--- src/phy_test_pkg.sv ---
// constants and types for the reset and transmit test pattern control block
// Function
// - full soft reset restores every register default
// - strap-backed fields reload last latched strap values
// - soft restart restarts, registers stay untouched
// - pulse select 00 +2, 01 -2, 10 +1, 11 -1
// - extended 100M pattern: one then N zeros
// - zero count of zero clears pattern shifter
// - extended enable starts 100M one-plus-zeros generator
// - all-channels bit drives pattern onto four channels
// - channel field picks A, B, C or D
// - bit 4 enables 10BASE-T, bits 3:0 pick pattern
// - 10BASE-T codes map to documented pattern kinds
package phy_test_pkg;

	// ----------------------------------------
	// timing
	// ----------------------------------------
	localparam int CLK_PERIOD_NS = 5; // 200 MHz system clock
	localparam int RESET_HOLD_NS = 200; // length of full soft reset
	localparam int RESET_HOLD_CYC = (RESET_HOLD_NS + CLK_PERIOD_NS - 1) / CLK_PERIOD_NS;
	localparam int RESTART_HOLD_NS = 100; // length of soft restart
	localparam int RESTART_HOLD_CYC = (RESTART_HOLD_NS + CLK_PERIOD_NS - 1) / CLK_PERIOD_NS;
	localparam int BIT_PERIOD_NS = 10; // 100M pattern bit time
	localparam int BIT_DIV = BIT_PERIOD_NS / CLK_PERIOD_NS; // clocks per pattern bit
	localparam int SEQ_CNT_W = 8; // sequencer counter width

	// ----------------------------------------
	// register map (index, byte address is 4x)
	// ----------------------------------------
	localparam logic [5:0] IDX_GENERAL_CONTROL = 6'h1F;
	localparam logic [5:0] IDX_PATTERN_CONTROL = 6'h25;
	localparam logic [5:0] IDX_STRAP_CONFIG = 6'h30;
	localparam logic [15:0] GENERAL_CONTROL_RST = 16'h0000;
	localparam logic [15:0] PATTERN_CONTROL_RST = 16'h0480;

	// ----------------------------------------
	// field positions
	// ----------------------------------------
	localparam int FULL_RESET_BIT = 15;
	localparam int SOFT_RESTART_BIT = 14;
	localparam int PULSE_SEL_LSB = 10; // two bits
	localparam int ZC_MSB_BIT = 9;
	localparam int EXT_EN_BIT = 8;
	localparam int ALL_CH_BIT = 7;
	localparam int CH_SEL_LSB = 5; // two bits
	localparam int TENBT_EN_BIT = 4;
	localparam int ZC_W = 5; // zero count width
	localparam int STRAP_W = 4; // strap-backed field width

	// ----------------------------------------
	// pulse levels, signed amplitude
	// ----------------------------------------
	localparam logic [2:0] LEVEL_P2 = 3'h2;
	localparam logic [2:0] LEVEL_M2 = 3'h6;
	localparam logic [2:0] LEVEL_P1 = 3'h1;
	localparam logic [2:0] LEVEL_M1 = 3'h7;

	// reset and restart sequencer
	typedef enum logic [1:0] {ST_RUN, ST_FULL_RESET, ST_RESTART} seq_state_t;

	// 10BASE-T test pattern kinds
	typedef enum logic [3:0] {
		K_NONE, K_LINK_PULSE, K_PULSE_ONE, K_PULSE_ZERO, K_REP_ONE, K_REP_ZERO,
		K_PREAMBLE, K_ONE_IDLE, K_ZERO_IDLE, K_SEQ_1001, K_RANDOM, K_IDLE_VARIANT
	} tenbt_kind_t;

endpackage
--- src/ext_pattern_gen.sv ---
// 100M one-plus-zeros repetitive pattern generator
`timescale 1ns/10ps
module ext_pattern_gen #(
	parameter int ZERO_W = phy_test_pkg::ZC_W,
	parameter int DIV = phy_test_pkg::BIT_DIV
) (
	// clock and reset
	input wire logic clk_i,
	input wire logic rst_i,
	input wire logic restart_i,
	// control
	input wire logic enable_i,
	input wire logic [ZERO_W-1:0] zero_count_i,
	// serial pattern
	output logic bit_o
);
	logic [7:0] div_cnt; // bit-rate divider
	logic tick; // one pattern bit time
	logic [ZERO_W-1:0] zeros_left; // zeros still to send

	// bit-rate enable pulse
	always_ff @(posedge clk_i) begin
		if (rst_i || restart_i || !enable_i) begin
			div_cnt <= 8'h00;
			tick <= 1'b0;
		end else if (div_cnt == 8'(DIV - 1)) begin
			div_cnt <= 8'h00;
			tick <= 1'b1;
		end else begin
			div_cnt <= div_cnt + 8'h01;
			tick <= 1'b0;
		end
	end

	// shifter: a one, then the programmed zeros
	always_ff @(posedge clk_i) begin
		if (rst_i || restart_i || !enable_i) begin
			zeros_left <= '0;
			bit_o <= 1'b0;
		end else if (zero_count_i == '0) begin
			zeros_left <= '0;
			bit_o <= 1'b0;
		end else if (tick) begin
			if (zeros_left == '0) begin
				bit_o <= 1'b1;
				zeros_left <= zero_count_i;
			end else begin
				bit_o <= 1'b0;
				zeros_left <= zeros_left - 1'b1;
			end
		end
	end
endmodule

--- src/phy_test_ctrl.sv ---
// soft reset, soft restart and transmit test pattern control with wishbone access
//
// The Wishbone slave port was left to the implementer.
`timescale 1ns/10ps
module phy_test_ctrl (
	// clock and reset
	input wire logic clk_i,
	input wire logic rst_i,
	// wishbone slave
	input wire logic wb_cyc_i,
	input wire logic wb_stb_i,
	input wire logic wb_we_i,
	input wire logic [7:0] wb_adr_i,
	input wire logic [3:0] wb_sel_i,
	input wire logic [31:0] wb_dat_i,
	output logic [31:0] wb_dat_o,
	output logic wb_ack_o,
	// straps
	input wire logic [phy_test_pkg::STRAP_W-1:0] strap_i,
	output logic [phy_test_pkg::STRAP_W-1:0] strap_config_o,
	// transceiver reset and restart
	output logic phy_reset_o,
	output logic phy_restart_o,
	// 100M extended pattern
	output logic ext_enable_o,
	output logic ext_bit_o,
	output logic [2:0] pulse_level_o,
	output logic [3:0] channel_mask_o,
	// 10BASE-T pattern
	output logic tenbt_enable_o,
	output logic [3:0] tenbt_code_o,
	output phy_test_pkg::tenbt_kind_t tenbt_kind_o
);
	import phy_test_pkg::*;

	// ----------------------------------------
	// declarations
	// ----------------------------------------
	logic full_soft_reset; // bit 15, self clearing
	logic soft_restart; // bit 14, self clearing
	logic [13:0] gen_spare; // plain read/write bits
	logic [1:0] mode7_pulse_select; // amplitude and polarity
	logic ext_pattern_zero_count_msb; // zero count msb
	logic ext_pattern_100m_enable; // extended pattern on
	logic [2:0] pattern_channel_select; // all flag plus channel
	logic [4:0] test_field; // 10BASE-T enable and code
	logic [STRAP_W-1:0] strap_latched; // last captured straps
	logic strap_taken; // straps captured since reset
	logic [STRAP_W-1:0] strap_config; // strap-backed field
	seq_state_t state; // sequencer state
	logic [SEQ_CNT_W-1:0] seq_cnt; // sequencer countdown
	logic wipe; // one-cycle register restore
	logic seq_done; // last cycle of a sequence
	logic run; // normal operation
	logic req; // bus request present
	logic wr_fire; // write takes effect
	logic [5:0] idx; // register index
	logic [15:0] wmask; // byte lane mask
	logic [15:0] gen_rd; // general control image
	logic [15:0] pat_rd; // pattern control image
	logic [15:0] gen_new; // merged write value
	logic [15:0] pat_new; // merged write value
	logic [15:0] strap_new; // merged write value
	logic [15:0] next_rdata; // read mux result
	logic [ZC_W-1:0] zero_count; // assembled zero count
	logic gen_active; // generator enable
	logic restart_pulse; // restart for generator

	// ----------------------------------------
	// bus decode
	// ----------------------------------------
	assign req = wb_cyc_i && wb_stb_i;
	assign idx = wb_adr_i[7:2];
	assign wr_fire = req && wb_we_i && wb_ack_o;
	assign wmask = {{8{wb_sel_i[1]}}, {8{wb_sel_i[0]}}};
	assign run = (state == ST_RUN);
	assign seq_done = (state != ST_RUN) && (seq_cnt == '0);
	assign wipe = run && full_soft_reset;

	// register images
	assign gen_rd = {full_soft_reset, soft_restart, gen_spare};
	assign pat_rd = {4'h0, mode7_pulse_select, ext_pattern_zero_count_msb,
		ext_pattern_100m_enable, pattern_channel_select, test_field};

	// byte-lane merge of write data
	assign gen_new = (gen_rd & ~wmask) | (wb_dat_i[15:0] & wmask);
	assign pat_new = (pat_rd & ~wmask) | (wb_dat_i[15:0] & wmask);
	assign strap_new = ({{(16 - STRAP_W){1'b0}}, strap_config} & ~wmask) | (wb_dat_i[15:0] & wmask);

	// read mux, unmapped reads return zero
	always_comb begin
		next_rdata = 16'h0000;
		case (idx)
			IDX_GENERAL_CONTROL: begin
				next_rdata = gen_rd;
			end
			IDX_PATTERN_CONTROL: begin
				next_rdata = pat_rd;
			end
			IDX_STRAP_CONFIG: begin
				next_rdata = {{(16 - STRAP_W){1'b0}}, strap_config};
			end
			default: begin
				next_rdata = 16'h0000;
			end
		endcase
	end

	// ----------------------------------------
	// wishbone answer
	// ----------------------------------------
	// one wait state, ack drops after one cycle
	always_ff @(posedge clk_i) begin
		if (rst_i) begin
			wb_ack_o <= 1'b0;
		end else begin
			wb_ack_o <= req && !wb_ack_o;
		end
	end

	// read data captured with the ack
	always_ff @(posedge clk_i) begin
		if (rst_i) begin
			wb_dat_o <= 32'h00000000;
		end else if (req && !wb_ack_o) begin
			wb_dat_o <= {16'h0000, next_rdata};
		end
	end

	// ----------------------------------------
	// strap capture
	// ----------------------------------------
	// straps sampled once in the first clock after reset release
	always_ff @(posedge clk_i) begin
		if (rst_i) begin
			strap_taken <= 1'b0;
			strap_latched <= '0;
		end else if (!strap_taken) begin
			strap_taken <= 1'b1;
			strap_latched <= strap_i;
		end
	end

	// strap-backed field, reloaded from the latched straps on full soft reset
	always_ff @(posedge clk_i) begin
		if (rst_i) begin
			strap_config <= '0;
		end else if (!strap_taken) begin
			strap_config <= strap_i;
		end else if (wipe) begin
			strap_config <= strap_latched;
		end else if (wr_fire && idx == IDX_STRAP_CONFIG) begin
			strap_config <= strap_new[STRAP_W-1:0];
		end
	end

	// ----------------------------------------
	// general control register
	// ----------------------------------------
	// reset request: set by software, cleared when sequence ends
	always_ff @(posedge clk_i) begin
		if (rst_i) begin
			full_soft_reset <= GENERAL_CONTROL_RST[FULL_RESET_BIT];
		end else if (wr_fire && idx == IDX_GENERAL_CONTROL && gen_new[FULL_RESET_BIT]) begin
			full_soft_reset <= 1'b1; // set wins over clear
		end else if (seq_done && state == ST_FULL_RESET) begin
			full_soft_reset <= 1'b0;
		end
	end

	// restart request: cleared when its sequence ends
	always_ff @(posedge clk_i) begin
		if (rst_i || wipe) begin
			soft_restart <= GENERAL_CONTROL_RST[SOFT_RESTART_BIT];
		end else if (wr_fire && idx == IDX_GENERAL_CONTROL && gen_new[SOFT_RESTART_BIT]) begin
			soft_restart <= 1'b1;
		end else if (seq_done && state == ST_RESTART) begin
			soft_restart <= 1'b0;
		end
	end

	// spare read/write bits
	always_ff @(posedge clk_i) begin
		if (rst_i || wipe) begin
			gen_spare <= GENERAL_CONTROL_RST[13:0];
		end else if (wr_fire && idx == IDX_GENERAL_CONTROL) begin
			gen_spare <= gen_new[13:0];
		end
	end

	// ----------------------------------------
	// pattern control register
	// ----------------------------------------
	// restart leaves these alone, full reset restores them
	always_ff @(posedge clk_i) begin
		if (rst_i || wipe) begin
			mode7_pulse_select <= PATTERN_CONTROL_RST[PULSE_SEL_LSB +: 2];
			ext_pattern_zero_count_msb <= PATTERN_CONTROL_RST[ZC_MSB_BIT];
			ext_pattern_100m_enable <= PATTERN_CONTROL_RST[EXT_EN_BIT];
			pattern_channel_select <= PATTERN_CONTROL_RST[CH_SEL_LSB +: 3];
			test_field <= PATTERN_CONTROL_RST[4:0];
		end else if (wr_fire && idx == IDX_PATTERN_CONTROL) begin
			mode7_pulse_select <= pat_new[PULSE_SEL_LSB +: 2];
			ext_pattern_zero_count_msb <= pat_new[ZC_MSB_BIT];
			ext_pattern_100m_enable <= pat_new[EXT_EN_BIT];
			pattern_channel_select <= pat_new[CH_SEL_LSB +: 3];
			test_field <= pat_new[4:0];
		end
	end

	// ----------------------------------------
	// reset and restart sequencer
	// ----------------------------------------
	// full reset outranks restart when both are requested
	always_ff @(posedge clk_i) begin
		if (rst_i) begin
			state <= ST_RUN;
			seq_cnt <= '0;
		end else begin
			case (state)
				ST_RUN: begin
					if (full_soft_reset) begin
						state <= ST_FULL_RESET;
						seq_cnt <= SEQ_CNT_W'(RESET_HOLD_CYC - 1);
					end else if (soft_restart) begin
						state <= ST_RESTART;
						seq_cnt <= SEQ_CNT_W'(RESTART_HOLD_CYC - 1);
					end
				end
				ST_FULL_RESET, ST_RESTART: begin
					if (seq_cnt == '0) begin
						state <= ST_RUN;
					end else begin
						seq_cnt <= seq_cnt - 1'b1;
					end
				end
				default: begin
					state <= ST_RUN;
				end
			endcase
		end
	end

	// transceiver reset and restart levels
	always_ff @(posedge clk_i) begin
		if (rst_i) begin
			phy_reset_o <= 1'b0;
			phy_restart_o <= 1'b0;
		end else begin
			phy_reset_o <= (state == ST_FULL_RESET);
			phy_restart_o <= (state != ST_RUN);
		end
	end

	// ----------------------------------------
	// 100M extended pattern
	// ----------------------------------------
	assign zero_count = {ext_pattern_zero_count_msb, test_field[3:0]};
	assign gen_active = run && ext_pattern_100m_enable;
	assign restart_pulse = !run;

	// pattern shifter
	ext_pattern_gen #(
		.ZERO_W(ZC_W),
		.DIV(BIT_DIV)
	) u_gen (
		.clk_i(clk_i),
		.rst_i(rst_i),
		.restart_i(restart_pulse),
		.enable_i(gen_active),
		.zero_count_i(zero_count),
		.bit_o(ext_bit_o)
	);

	// extended pattern enable output
	always_ff @(posedge clk_i) begin
		if (rst_i) begin
			ext_enable_o <= 1'b0;
		end else begin
			ext_enable_o <= gen_active;
		end
	end

	// ----------------------------------------
	// pulse amplitude and channel steering
	// ----------------------------------------
	// mode 7 pulse level
	always_ff @(posedge clk_i) begin
		if (rst_i) begin
			pulse_level_o <= LEVEL_M2;
		end else begin
			case (mode7_pulse_select)
				2'h0: begin
					pulse_level_o <= LEVEL_P2;
				end
				2'h1: begin
					pulse_level_o <= LEVEL_M2;
				end
				2'h2: begin
					pulse_level_o <= LEVEL_P1;
				end
				default: begin
					pulse_level_o <= LEVEL_M1;
				end
			endcase
		end
	end

	// channel mask, bit 0 is channel A
	always_ff @(posedge clk_i) begin
		if (rst_i) begin
			channel_mask_o <= 4'hF;
		end else if (pattern_channel_select[2]) begin
			channel_mask_o <= 4'hF;
		end else begin
			channel_mask_o <= 4'h1 << pattern_channel_select[1:0];
		end
	end

	// ----------------------------------------
	// 10BASE-T pattern
	// ----------------------------------------
	// code to pattern kind
	function automatic tenbt_kind_t kind_of(input logic [3:0] code);
		tenbt_kind_t k;
		k = K_NONE;
		case (code)
			4'h0: k = K_LINK_PULSE;
			4'h1: k = K_PULSE_ONE;
			4'h2: k = K_PULSE_ZERO;
			4'h3: k = K_REP_ONE;
			4'h4: k = K_REP_ZERO;
			4'h5: k = K_PREAMBLE;
			4'h6: k = K_ONE_IDLE;
			4'h7: k = K_ZERO_IDLE;
			4'h8: k = K_SEQ_1001;
			4'h9: k = K_RANDOM;
			4'hA, 4'hB, 4'hC, 4'hD: k = K_IDLE_VARIANT;
			default: k = K_NONE;
		endcase
		return k;
	endfunction

	// 10BASE-T enable, code and kind
	always_ff @(posedge clk_i) begin
		if (rst_i) begin
			tenbt_enable_o <= 1'b0;
			tenbt_code_o <= 4'h0;
			tenbt_kind_o <= K_NONE;
		end else begin
			tenbt_enable_o <= run && test_field[TENBT_EN_BIT];
			tenbt_code_o <= test_field[3:0];
			tenbt_kind_o <= (run && test_field[TENBT_EN_BIT]) ? kind_of(test_field[3:0]) : K_NONE;
		end
	end

	// strap-backed field output
	always_ff @(posedge clk_i) begin
		if (rst_i) begin
			strap_config_o <= '0;
		end else begin
			strap_config_o <= strap_config;
		end
	end
endmodule

--- config.mk ---
export PLATFORM = sky130hd
export DESIGN_NAME = phy_test_ctrl
export DESIGN_NICKNAME = d
export VERILOG_FILES = /design/src/phy_test_pkg.sv /design/src/ext_pattern_gen.sv /design/src/phy_test_ctrl.sv
export SDC_FILE = /design/constraint.sdc
export NUM_CORES = 1
export LEC_CHECK = 0
export CELL_PAD_IN_SITES_DETAIL_PLACEMENT = 0
export CELL_PAD_IN_SITES_GLOBAL_PLACEMENT = 1
export CORE_UTILIZATION = 43
export DETAILED_ROUTE_END_ITERATION = 6
export DONT_BUFFER_PORTS = 1
export PLACE_DENSITY_LB_ADDON = 0.12
export SETUP_SLACK_MARGIN = 0.02
export SYNTH_ARGS = -nofsm -noshare
export SYNTH_HDL_FRONTEND = slang
export SYNTH_HIERARCHICAL = 1
export SYNTH_SLANG_ARGS = --single-unit
--- constraint.sdc ---
create_clock -name clk_i -period 1.61 [get_ports clk_i]
set_input_delay 0.322 -clock clk_i [delete_from_list [all_inputs] [get_ports clk_i]]
set_output_delay 0.322 -clock clk_i [all_outputs]
set_load 0.01 [all_outputs]
## Word level (Yosys, flattened, before mapping)

Memory sizes are Yosys's and may differ from the RTL's. A register that Yosys moved wholly into a read port is not among the register bits.
Cells that the tools add are included.

| word-level totals | value |
|---|---|
| register bits after elaboration | 98 |
| memory bits (read-only) | 64 |
| logic and storage cells | 111 |
| output and inout bits | 57 |
| memories | 1 |
| input bits | 53 |

Memories:

| name | words | width | read ports | clocked after Yosys merged registers in | write ports | RTL line | RTL |
|---|---|---|---|---|---|---|---|
| (name not given) | 16 | 4 | 1 | 1 | 0 | phy_test_ctrl.sv:327 | `case (code)` |

| operators by class | value |
|---|---|
| eq/ne operators | 12 |
| shift-type cells | 1 |
| reduce and logical (&&, ||, !) cells | 37 |
| mux-type cells | 21 |
| add/subtract/negate cells | 3 |
| bitwise operators | 9 |

Operator list:

| kind | count |
|---|---|
| $pmux W16 S3 | 1 |
| $and A16 B16 Y16 | 2 |
| $mux W8 | 3 |
| $not A16 Y16 | 1 |
| $or A16 B16 Y16 | 1 |
| $pmux W8 S2 | 1 |
| $logic_and A1 B1 Y1 | 15 |
| $and A12 B12 Y12 | 1 |
| $eq A6 B6 Y1 const B | 2 |
| $mux W4 | 3 |
| $or A12 B12 Y12 | 1 |
| $logic_not A5 Y1 | 2 |
| $reduce_or A2 Y1 | 5 |
| $pmux W3 S3 | 1 |
| $add A8 B1 Y8 const B | 1 |
| $eq A8 B1 Y1 const B | 1 |
| $logic_not A8 Y1 | 1 |
| $reduce_bool A2 Y1 | 4 |
| $sub A8 B1 Y8 const B | 1 |
| $mux W1 | 7 |
| $eq A6 B5 Y1 const B | 1 |
| $mux W2 | 3 |
| $mux W5 | 1 |
| $sub A5 B1 Y5 const B | 1 |
| 15 further kinds | 23 |

## Logic depth before layout (Yosys ltp)

Gate-level depths: netlist (run 1).

| depth | value |
|---|---|
| depth in word-level cells | 7 |
| gate-level depth with buffers | 8 |
| gate-level depth less buffers | 6 |

## Cells and area by module

Netlist (run 1), hierarchy kept.

By module, submodules not included:

| module | times used | cells each | sequential area each (um2) | area each (um2) |
|---|---|---|---|---|
| phy_test_ctrl | 1 | 392 | 1741.7 | 3708.6 |
| ext_pattern_gen | 1 | 83 | 300.3 | 757.0 |

## Least setup slack after synthesis (run 1)

Ideal clock, no wire load.

| timing | value |
|---|---|
| kind | register to register |
| start point | register state[0] |
| end point | register u_gen.zeros_left[3] |
| setup time | 0.095 ns |
| stages on the path, launching flop included | 9 |
| slack | -0.138 ns |
| clock period less this slack | 1.748 ns |
| arrival | 1.653 ns |
| buffers on the path | 2 |
| required time | 1.515 ns |
| cells stage by stage | dfxtp_1 inv_1 ha_1 buf_6 clkbuf_1 and2_1 nor3b_2 o21ai_2 a221oi_1 |

| between the ends | value |
|---|---|
| word-level cells in the longest chain between the ends | 5 |
| elaborated cells on any way between the ends | 7 |
| classes of those cells | reduce/logical: 7 |

Ends and longest elaborated chain:

| item | RTL line | RTL |
|---|---|---|
| from (decl) | phy_test_ctrl.sv:50 | `seq_state_t state;` |
| from (signal assigned) | phy_test_ctrl.sv:217 | `state <= ST_RUN;` |
| from (signal assigned) | phy_test_ctrl.sv:223 | `state <= ST_FULL_RESET;` |
| from (signal assigned) | phy_test_ctrl.sv:226 | `state <= ST_RESTART;` |
| $logic_not A2 Y1 | phy_test_ctrl.sv:76 | `assign run = (state == ST_RUN);` |
| $logic_and A1 B1 Y1 | phy_test_ctrl.sv:259 | `assign gen_active = run && ext_pattern_100m_enable;` |
| via gen_active | phy_test_ctrl.sv:66 | `logic gen_active;` |
| $logic_not A1 Y1 | ext_pattern_gen.sv:37 | `if (rst_i \|\| restart_i \|\| !enable_i) begin` |
| $logic_or A1 B1 Y1 | ext_pattern_gen.sv:37 |  |
| $reduce_or A2 Y1 (no line) | -- |  |
| to (signal assigned) | ext_pattern_gen.sv:46 | `zeros_left <= zero_count_i;` |
| to (signal assigned) | ext_pattern_gen.sv:49 | `zeros_left <= zeros_left - 1'b1;` |
| to (decl) | ext_pattern_gen.sv:19 | `logic [ZERO_W-1:0] zeros_left;` |

The timed path passes the listed nets, and every way through them passes these cells.
A chain may end at the register's enable or synchronous reset.

## Worst setup path after layout (run 1)

| timing | value |
|---|---|
| start point | register state[0] |
| end point | register seq_cnt[6] |

| between the ends | value |
|---|---|
| word-level cells in the longest chain between the ends | 4 |
| elaborated cells on any way between the ends | 9 |
| classes of those cells | eq/ne: 4; mux: 1; reduce/logical: 4 |

Ends and longest elaborated chain:

| item | RTL line | RTL |
|---|---|---|
| $eq A2 B1 Y1 / $eq A2 B2 Y1 (equally long branches) | phy_test_ctrl.sv:220 | `case (state)` |
| $reduce_or A2 Y1 | phy_test_ctrl.sv:220 |  |
| $ne A2 B2 Y1 (no line) / $reduce_bool A2 Y1 (equally long branches) | -- |  |
| $reduce_and A3 Y1 (no line) | -- |  |
| to (signal assigned) | phy_test_ctrl.sv:224 | `seq_cnt <= SEQ_CNT_W'(RESET_HOLD_CYC - 1);` |
| to (signal assigned) | phy_test_ctrl.sv:227 | `seq_cnt <= SEQ_CNT_W'(RESTART_HOLD_CYC - 1);` |
| to (signal assigned) | phy_test_ctrl.sv:234 | `seq_cnt <= seq_cnt - 1'b1;` |
| to (decl) | phy_test_ctrl.sv:51 | `logic [SEQ_CNT_W-1:0] seq_cnt;` |

Parallel ways exist; a longest one is shown, timed or not.

==> results of run 1 <==
-- through the flow --
step                        util  std cells  instance area (sq um)
final                     0.5145        644                   5099
after global routing      0.5145        644                   5099
after CTS                 0.5038        640                   4992
after detailed placement  0.4816        624                   4772
after global placement    0.4816        624                   4772
after floorplan                -        490                   4531
-- what timing repair did --
item,4_1_cts,5_1_grt
pin swaps,1,7
gates resized for setup,11,19
endpoints found under the setup margin,14,38
setup buffers,0,4
-- placed cells by master (no fill, tap or decap), types with 8 or more instances in the layout --
master,count
dfxtp_1,100
nor2_1,50
buf_4,40
nand2_1,39
mux2i_1,27
a21oi_1,25
nand3_1,18
conb_1,16
inv_1,15
nor2b_1,12
o2bb2ai_1,12
clkbuf_8,10
nand2b_1,9
ha_1,9
a22oi_1,8
-- worst paths after layout --
| kind | endpoint | slack [ns] | depth (start not counted) |
|---|---|---|---|
| worst max-delay path | seq_cnt[6] | 0.01 | 7 |
| worst min-delay path | wb_dat_o[12] | 0.05 | 1 |
| worst max register to register | seq_cnt[6] | 0.01 | 7 |
| worst min register to register | flip-flop | 0.47 | 2 |
-- power by group through the flow --
stage	Clock (mW)	Combinational, mW	Sequential [mW]
floorplan	0	0.139	2.61
global placement	0	0.129	2.61
detailed placement	0	0.130	2.61
CTS	1.53	0.132	2.55
global route	1.65	0.150	2.56
finish	1.48	0.136	2.55
-- layout make-up --
class / count / area, sq um / share of cell area
tap: 133 / 166.4 / 0.03264
clock buffer: 12 / 145.1 / 0.02847
inverter: 18 / 67.56 / 0.01325
clock inverter: 4 / 31.28 / 0.006135
timing repair buffer: 43 / 342.8 / 0.06724
sequential: 102 / 2044 / 0.4010
multi-input combinational: 332 / 2301 / 0.4513
-- layer usage --
| layer | routed length [um] | part of all wire |
|---|---|---|
| met1 | 4906 | 0.47 |
| met2 | 4753 | 0.46 |
| met3 | 687 | 0.066 |
| met4 | 96 | 0.0092 |
| met5 | 0 | 0 |
-- cells by family (layout without fill, tap and decap cells) --
group / after synthesis / after routing / synth area share
and+or+nand+nor: 175 / 175 / 0.2079
DFF: 102 / 102 / 0.4573
AOI/OAI and AO/OA: 99 / 99 / 0.1687
buffers and inverters: 56 / 77 / 0.06612
muxes: 27 / 27 / 0.06052
adders and majority gates: 11 / 11 / 0.03082
xor gates and xnor gates: 4 / 4 / 0.007847
other: 1 / 16 / 0.0008398
-- worst max-delay path, stage by stage (launching register included) --
cell	delay (ns)
dfxtp_2	0.33
inv_2	0.08
ha_4	0.15
or3b_4	0.40
a31oi_4	0.26
buf_4	0.16
nand2_1	0.04
mux2i_1	0.12
==> impl_metrics.yaml, run 1 <==
global_route:
  use_met3: 0.05388
  grt_overflow_total: 0
  grt_max_degree: 41
  use_met1: 0.2548
  grt_pass1_wl_um: 16950
  grt_pass1_vias: 3393
  grt_use_met2: 0.3148
  busiest_layer: "met2"
  antenna_found_initial: 0
  grt_use_total: 0.1962
sta:
  final.min_clock_period_ns: 1.596
  final-hold-violation-count: 0
  fin_ws_ns: 0.01351
  setup_viol_count_final: 0
  worst_pin_slew_ns: 0.5733
  rsz0062_at_grt: "true"
  slew_headroom: 0.6174
  fmax_mhz: 626.4
  hold-worst-slack_ns: 0.04881
  setup_tns_ns: 0
  fin_crit_sh: 0.9916
  fin_skew_ns: 0.008004
  slew_violations: 0
min_path:
  hold_path_class: "in -> reg"
  hp-start: "rst_i"
worst_setup_path:
  cp-start-kind: "flip-flop"
  cp.required_ns: 1.90
  r2r_start: "state[0]"
  cp-end-kind: "flip-flop"
  crit_fanout: 5
  path_class: "reg -> reg"
  cp.arrival_ns: 1.89
  critPathLaunch: "state[0]"
power:
  power_frac_seq: 0.612
  peakVddDrop_mv: 0.4730
  swShare: 0.2324
  pwr-share-comb: 0.033
  clock_power_share: 0.356
  power.static_leakage_nw: 1.974
  switching_power_uw: 970.0
  powerDensity_nw_per_um2: 818.5
  total_power_mw: 4.173
  p_int_mw: 3.203
floorplanning:
  die_x_um: 103.9
  floorplan.initialDensity: 0.4506
  rows: 36
  core_sq_um: 9910
  dieArea_sq_um: 10800
  io_pins: 110
  die_y_um: 103.9
clock_tree:
  clkLatencyLatePin_ns: 0.36
  cts_hold_buf: 0
  cts_root_buf: "clkbuf_8"
  cts_tree: "built"
  cts.sinks: 102
  clock_path_buffers: 2
  cts_max_level: 3
  clk_pin_slew_worst_paths_ns: 0.09
  cts-buffers-inserted: 9
synth:
  synth_ff_type: "dfxtp_1"
  ys_seq_area_frac: 0.4573
  ys_ff_latch: 102
  syn-cell-area_sq_um: 4466
  synth-edff-count: 0
  avgSynthCellArea_sq_um: 9.401
  synth_top_area_cell: "dfxtp_1"
  synthArstFlopShare: 0
  syn_inst: 475
  ys_warn_count: 6
  synth_cell_type_count: 65
  synth.most_common_cell: "dfxtp_1"
  synth_commonest_cells: "102 x dfxtp_1, 53 x nor2_1, 41 x nand2_1"
  synth.area.top_cells: "dfxtp_1 46%, mux2i_1 6.1%, nor2_1 4.5%, nand2_1 3.4%, buf_4 3.2%"
  netlist.area_leader.share: 0.4573
route:
  num_vias: 3420
  drt_iter0_markers: 159
  drt-pass1-iter-count: 4
  drc_errors: 0
  wire_per_inst_um: 16.22
  vias_per_cell: 5.311
  wl_um: 10440
  drtAntennaViolNets: 0
flow_run:
  maxCapViolations: 0
placement:
  gp_congestion: 0.7776
  port_buffers: 0
  dp_slack_ns: -0.07066
  hpwl_um: 7544
final_layout:
  drive_above_1_share: 0.1918
  fill_cells: 964
  synthToLayoutAreaGrowth_pct: 14.18
  fin_nets: 570
  num_antenna_cells: 0
status:
  outcome: "finished, final reports clean"
Note: power is estimated with default switching activity, not from simulation.
==> run 2: changes to the inputs <==
BUFFER_PORTS_ARGS = -buffer_cell sky130_fd_sc_hd__buf_2   (was not set)
CORE_UTILIZATION = 36   (was 43)
DONT_BUFFER_PORTS = not set   (was 1)
==> run 2 against run 1 <==
  * Highest routed layer unchanged
  * Largest power group unchanged
  * Via count grew 9.6%
  * The run now ends with setup timing left
  * Worst hold slack gained 0.17 ns
  * Sequential share of layout area shrank 4.1 points
==> impl_metrics.yaml, run 2 (synthesis results as in run 1) <==
clock_tree:
  clk_pin_slew_worst_paths_ns: 0.07
  cts-buffers-inserted: 9
  clock_path_buffers: 2
  cts.sinks: 102
  cts_tree: "built"
  clkLatencyLatePin_ns: 0.34
  cts_root_buf: "clkbuf_16"
  cts_hold_buf: 0
  cts_max_level: 3
route:
  wire_per_inst_um: 14.62
  vias_per_cell: 4.915
  drtAntennaViolNets: 0
  drt_iter0_markers: 132
  num_vias: 3750
  wl_um: 11160
  drc_errors: 0
  drt-pass1-iter-count: 5
status:
  violations: "setup timing"
  outcome: "finished, violations left"
placement:
  hpwl_um: 8289
  port_buffers: 73
  gp_congestion: 0.7827
global_route:
  grt_use_total: 0.1847
  grt_pass1_vias: 3747
  grt_overflow_total: 0
  antenna_found_initial: 0
  grt_max_degree: 25
  grt_pass1_wl_um: 18760
final_layout:
  synthToLayoutAreaGrowth_pct: 27.23
  final_common_cell: "dfxtp_1"
  fill_cells: 1173
  num_antenna_cells: 0
  fin_nets: 656
  layout_common_cells: "100 x dfxtp_1, 73 x buf_2, 52 x nor2_1, 52 x buf_4, 40 x nand2_1"
  drive_above_1_share: 0.2975
sta:
  hold-worst-slack_ns: 0.2199
  fin_skew_ns: 0.008242
  worst_pin_slew_ns: 0.9251
  slew_headroom: 0.3810
  final.min_clock_period_ns: 1.612
  setup_tns_ns: -0.002208
  fin_ws_ns: -0.001889
  slew_violations: 0
  setup_viol_count_final: 2
  fmax_mhz: 620.4
  fin_crit_sh: 1.001
  rsz0062_at_grt: "true"
  final-hold-violation-count: 0
worst_setup_path:
  rr_worst_depth: 9
  cp.required_ns: 1.88
  path_class: "reg -> reg"
  cp-start-kind: "flip-flop"
  ff2ff_setup_slack_ns: -0.002
  cp-end-kind: "flip-flop"
  cp.arrival_ns: 1.88
  r2r_start: "state[1]"
  crit_fanout: 7
  critPathLaunch: "state[1]"
power:
  powerDensity_nw_per_um2: 857.9
  power.static_leakage_nw: 2.441
  peakVddDrop_mv: 0.4244
flow_run:
  maxCapViolations: 0
floorplanning:
  die_x_um: 113.4
  rows: 40
  die_y_um: 113.4
  floorplan.initialDensity: 0.3702
  dieArea_sq_um: 12850
  io_pins: 110
  core_sq_um: 12060
min_path:
  hold_path_class: "in -> reg"
[run 2: cell types whose count changed in the layout (fill, tap and decap cells not counted), sizes merged]
cell	before	now
buf	43	129
bufinv	0	1
clkbuf	12	9
clkinv	0	3
clkinvlp	3	1
inv	19	18
[run 2: critical path: stages (launching register included)]
cell	delay (ns)
dfxtp_2	0.34
inv_2	0.05
ha_4	0.18
buf_4	0.15
a21bo_2	0.22
a41oi_2	0.18
buf_6	0.15
buf_4	0.10
nand2_1	0.05
a21oi_2	0.11
[run 2: metal layers]
metal  routed length [um]  share of wire  vias to the layer above  track usage
met5                    0              0                        -            0
met4                  142          0.013                        0      0.06228
met3                  497          0.045                       13      0.03879
met2                 5170           0.46                       95       0.3043
met1                 5347           0.48                     1748       0.2409
li1                     -              -                     1894            -
[run 2: through the flow]
stage          instance area (sq um)    util  worst slack, ns  total power [mW]  instances
3_5_place_dp                    5304  0.4397          -0.1421             2.845        745
2_1_floorplan                   4531       -        -0.004093             2.747        490
3_3_place_gp                    5304  0.4397          -0.1154             2.842        745
4_1_cts                         5602  0.4644         -0.03851             4.936        759
5_1_grt                         5682  0.4711         -0.08678             5.096        763
6_report                        5682  0.4711        -0.001889             4.874        763
[run 2: how the worst min path moves through the flow]
stage | start | end | cells past startpoint
2_1_floorplan | rst_i | strap_taken | 1
3_5_place_dp | wb_dat_o[8] | wb_dat_o[8] | 1
4_1_cts | wb_dat_i[10] | flip-flop | 3
5_1_grt | wb_dat_i[7] | flip-flop | 3
6_report | wb_dat_i[10] | flip-flop | 3
3_3_place_gp | wb_dat_o[12] | wb_dat_o[12] | 2
[run 2: power by group]
| group | switching (mW) | total (mW) | internal, mW |
|---|---|---|---|
| Sequential | 0.0125 | 2.55 | 2.54 |
| Combinational | 0.142 | 0.238 | 0.0962 |
| Clock | 0.904 | 2.08 | 1.18 |
[run 2: layout make-up]
type,count,area (sq um),share of cell area
well taps,168,210.2,0.03700
repair buffers,129,827.0,0.1456
clock buffers,9,225.2,0.03964
multi-input cells,332,2255,0.3968
inverters,18,67.56,0.01189
clock inverters,5,52.55,0.009249
flip-flops and latches,102,2044,0.3598
[run 2: what timing repair did]
item | 4_1_cts | 5_1_grt
buffers inserted | 0 | 4
setup endpoints to repair | 54 | 38
gates resized for setup | 6 | 16
pin swaps | 0 | 5
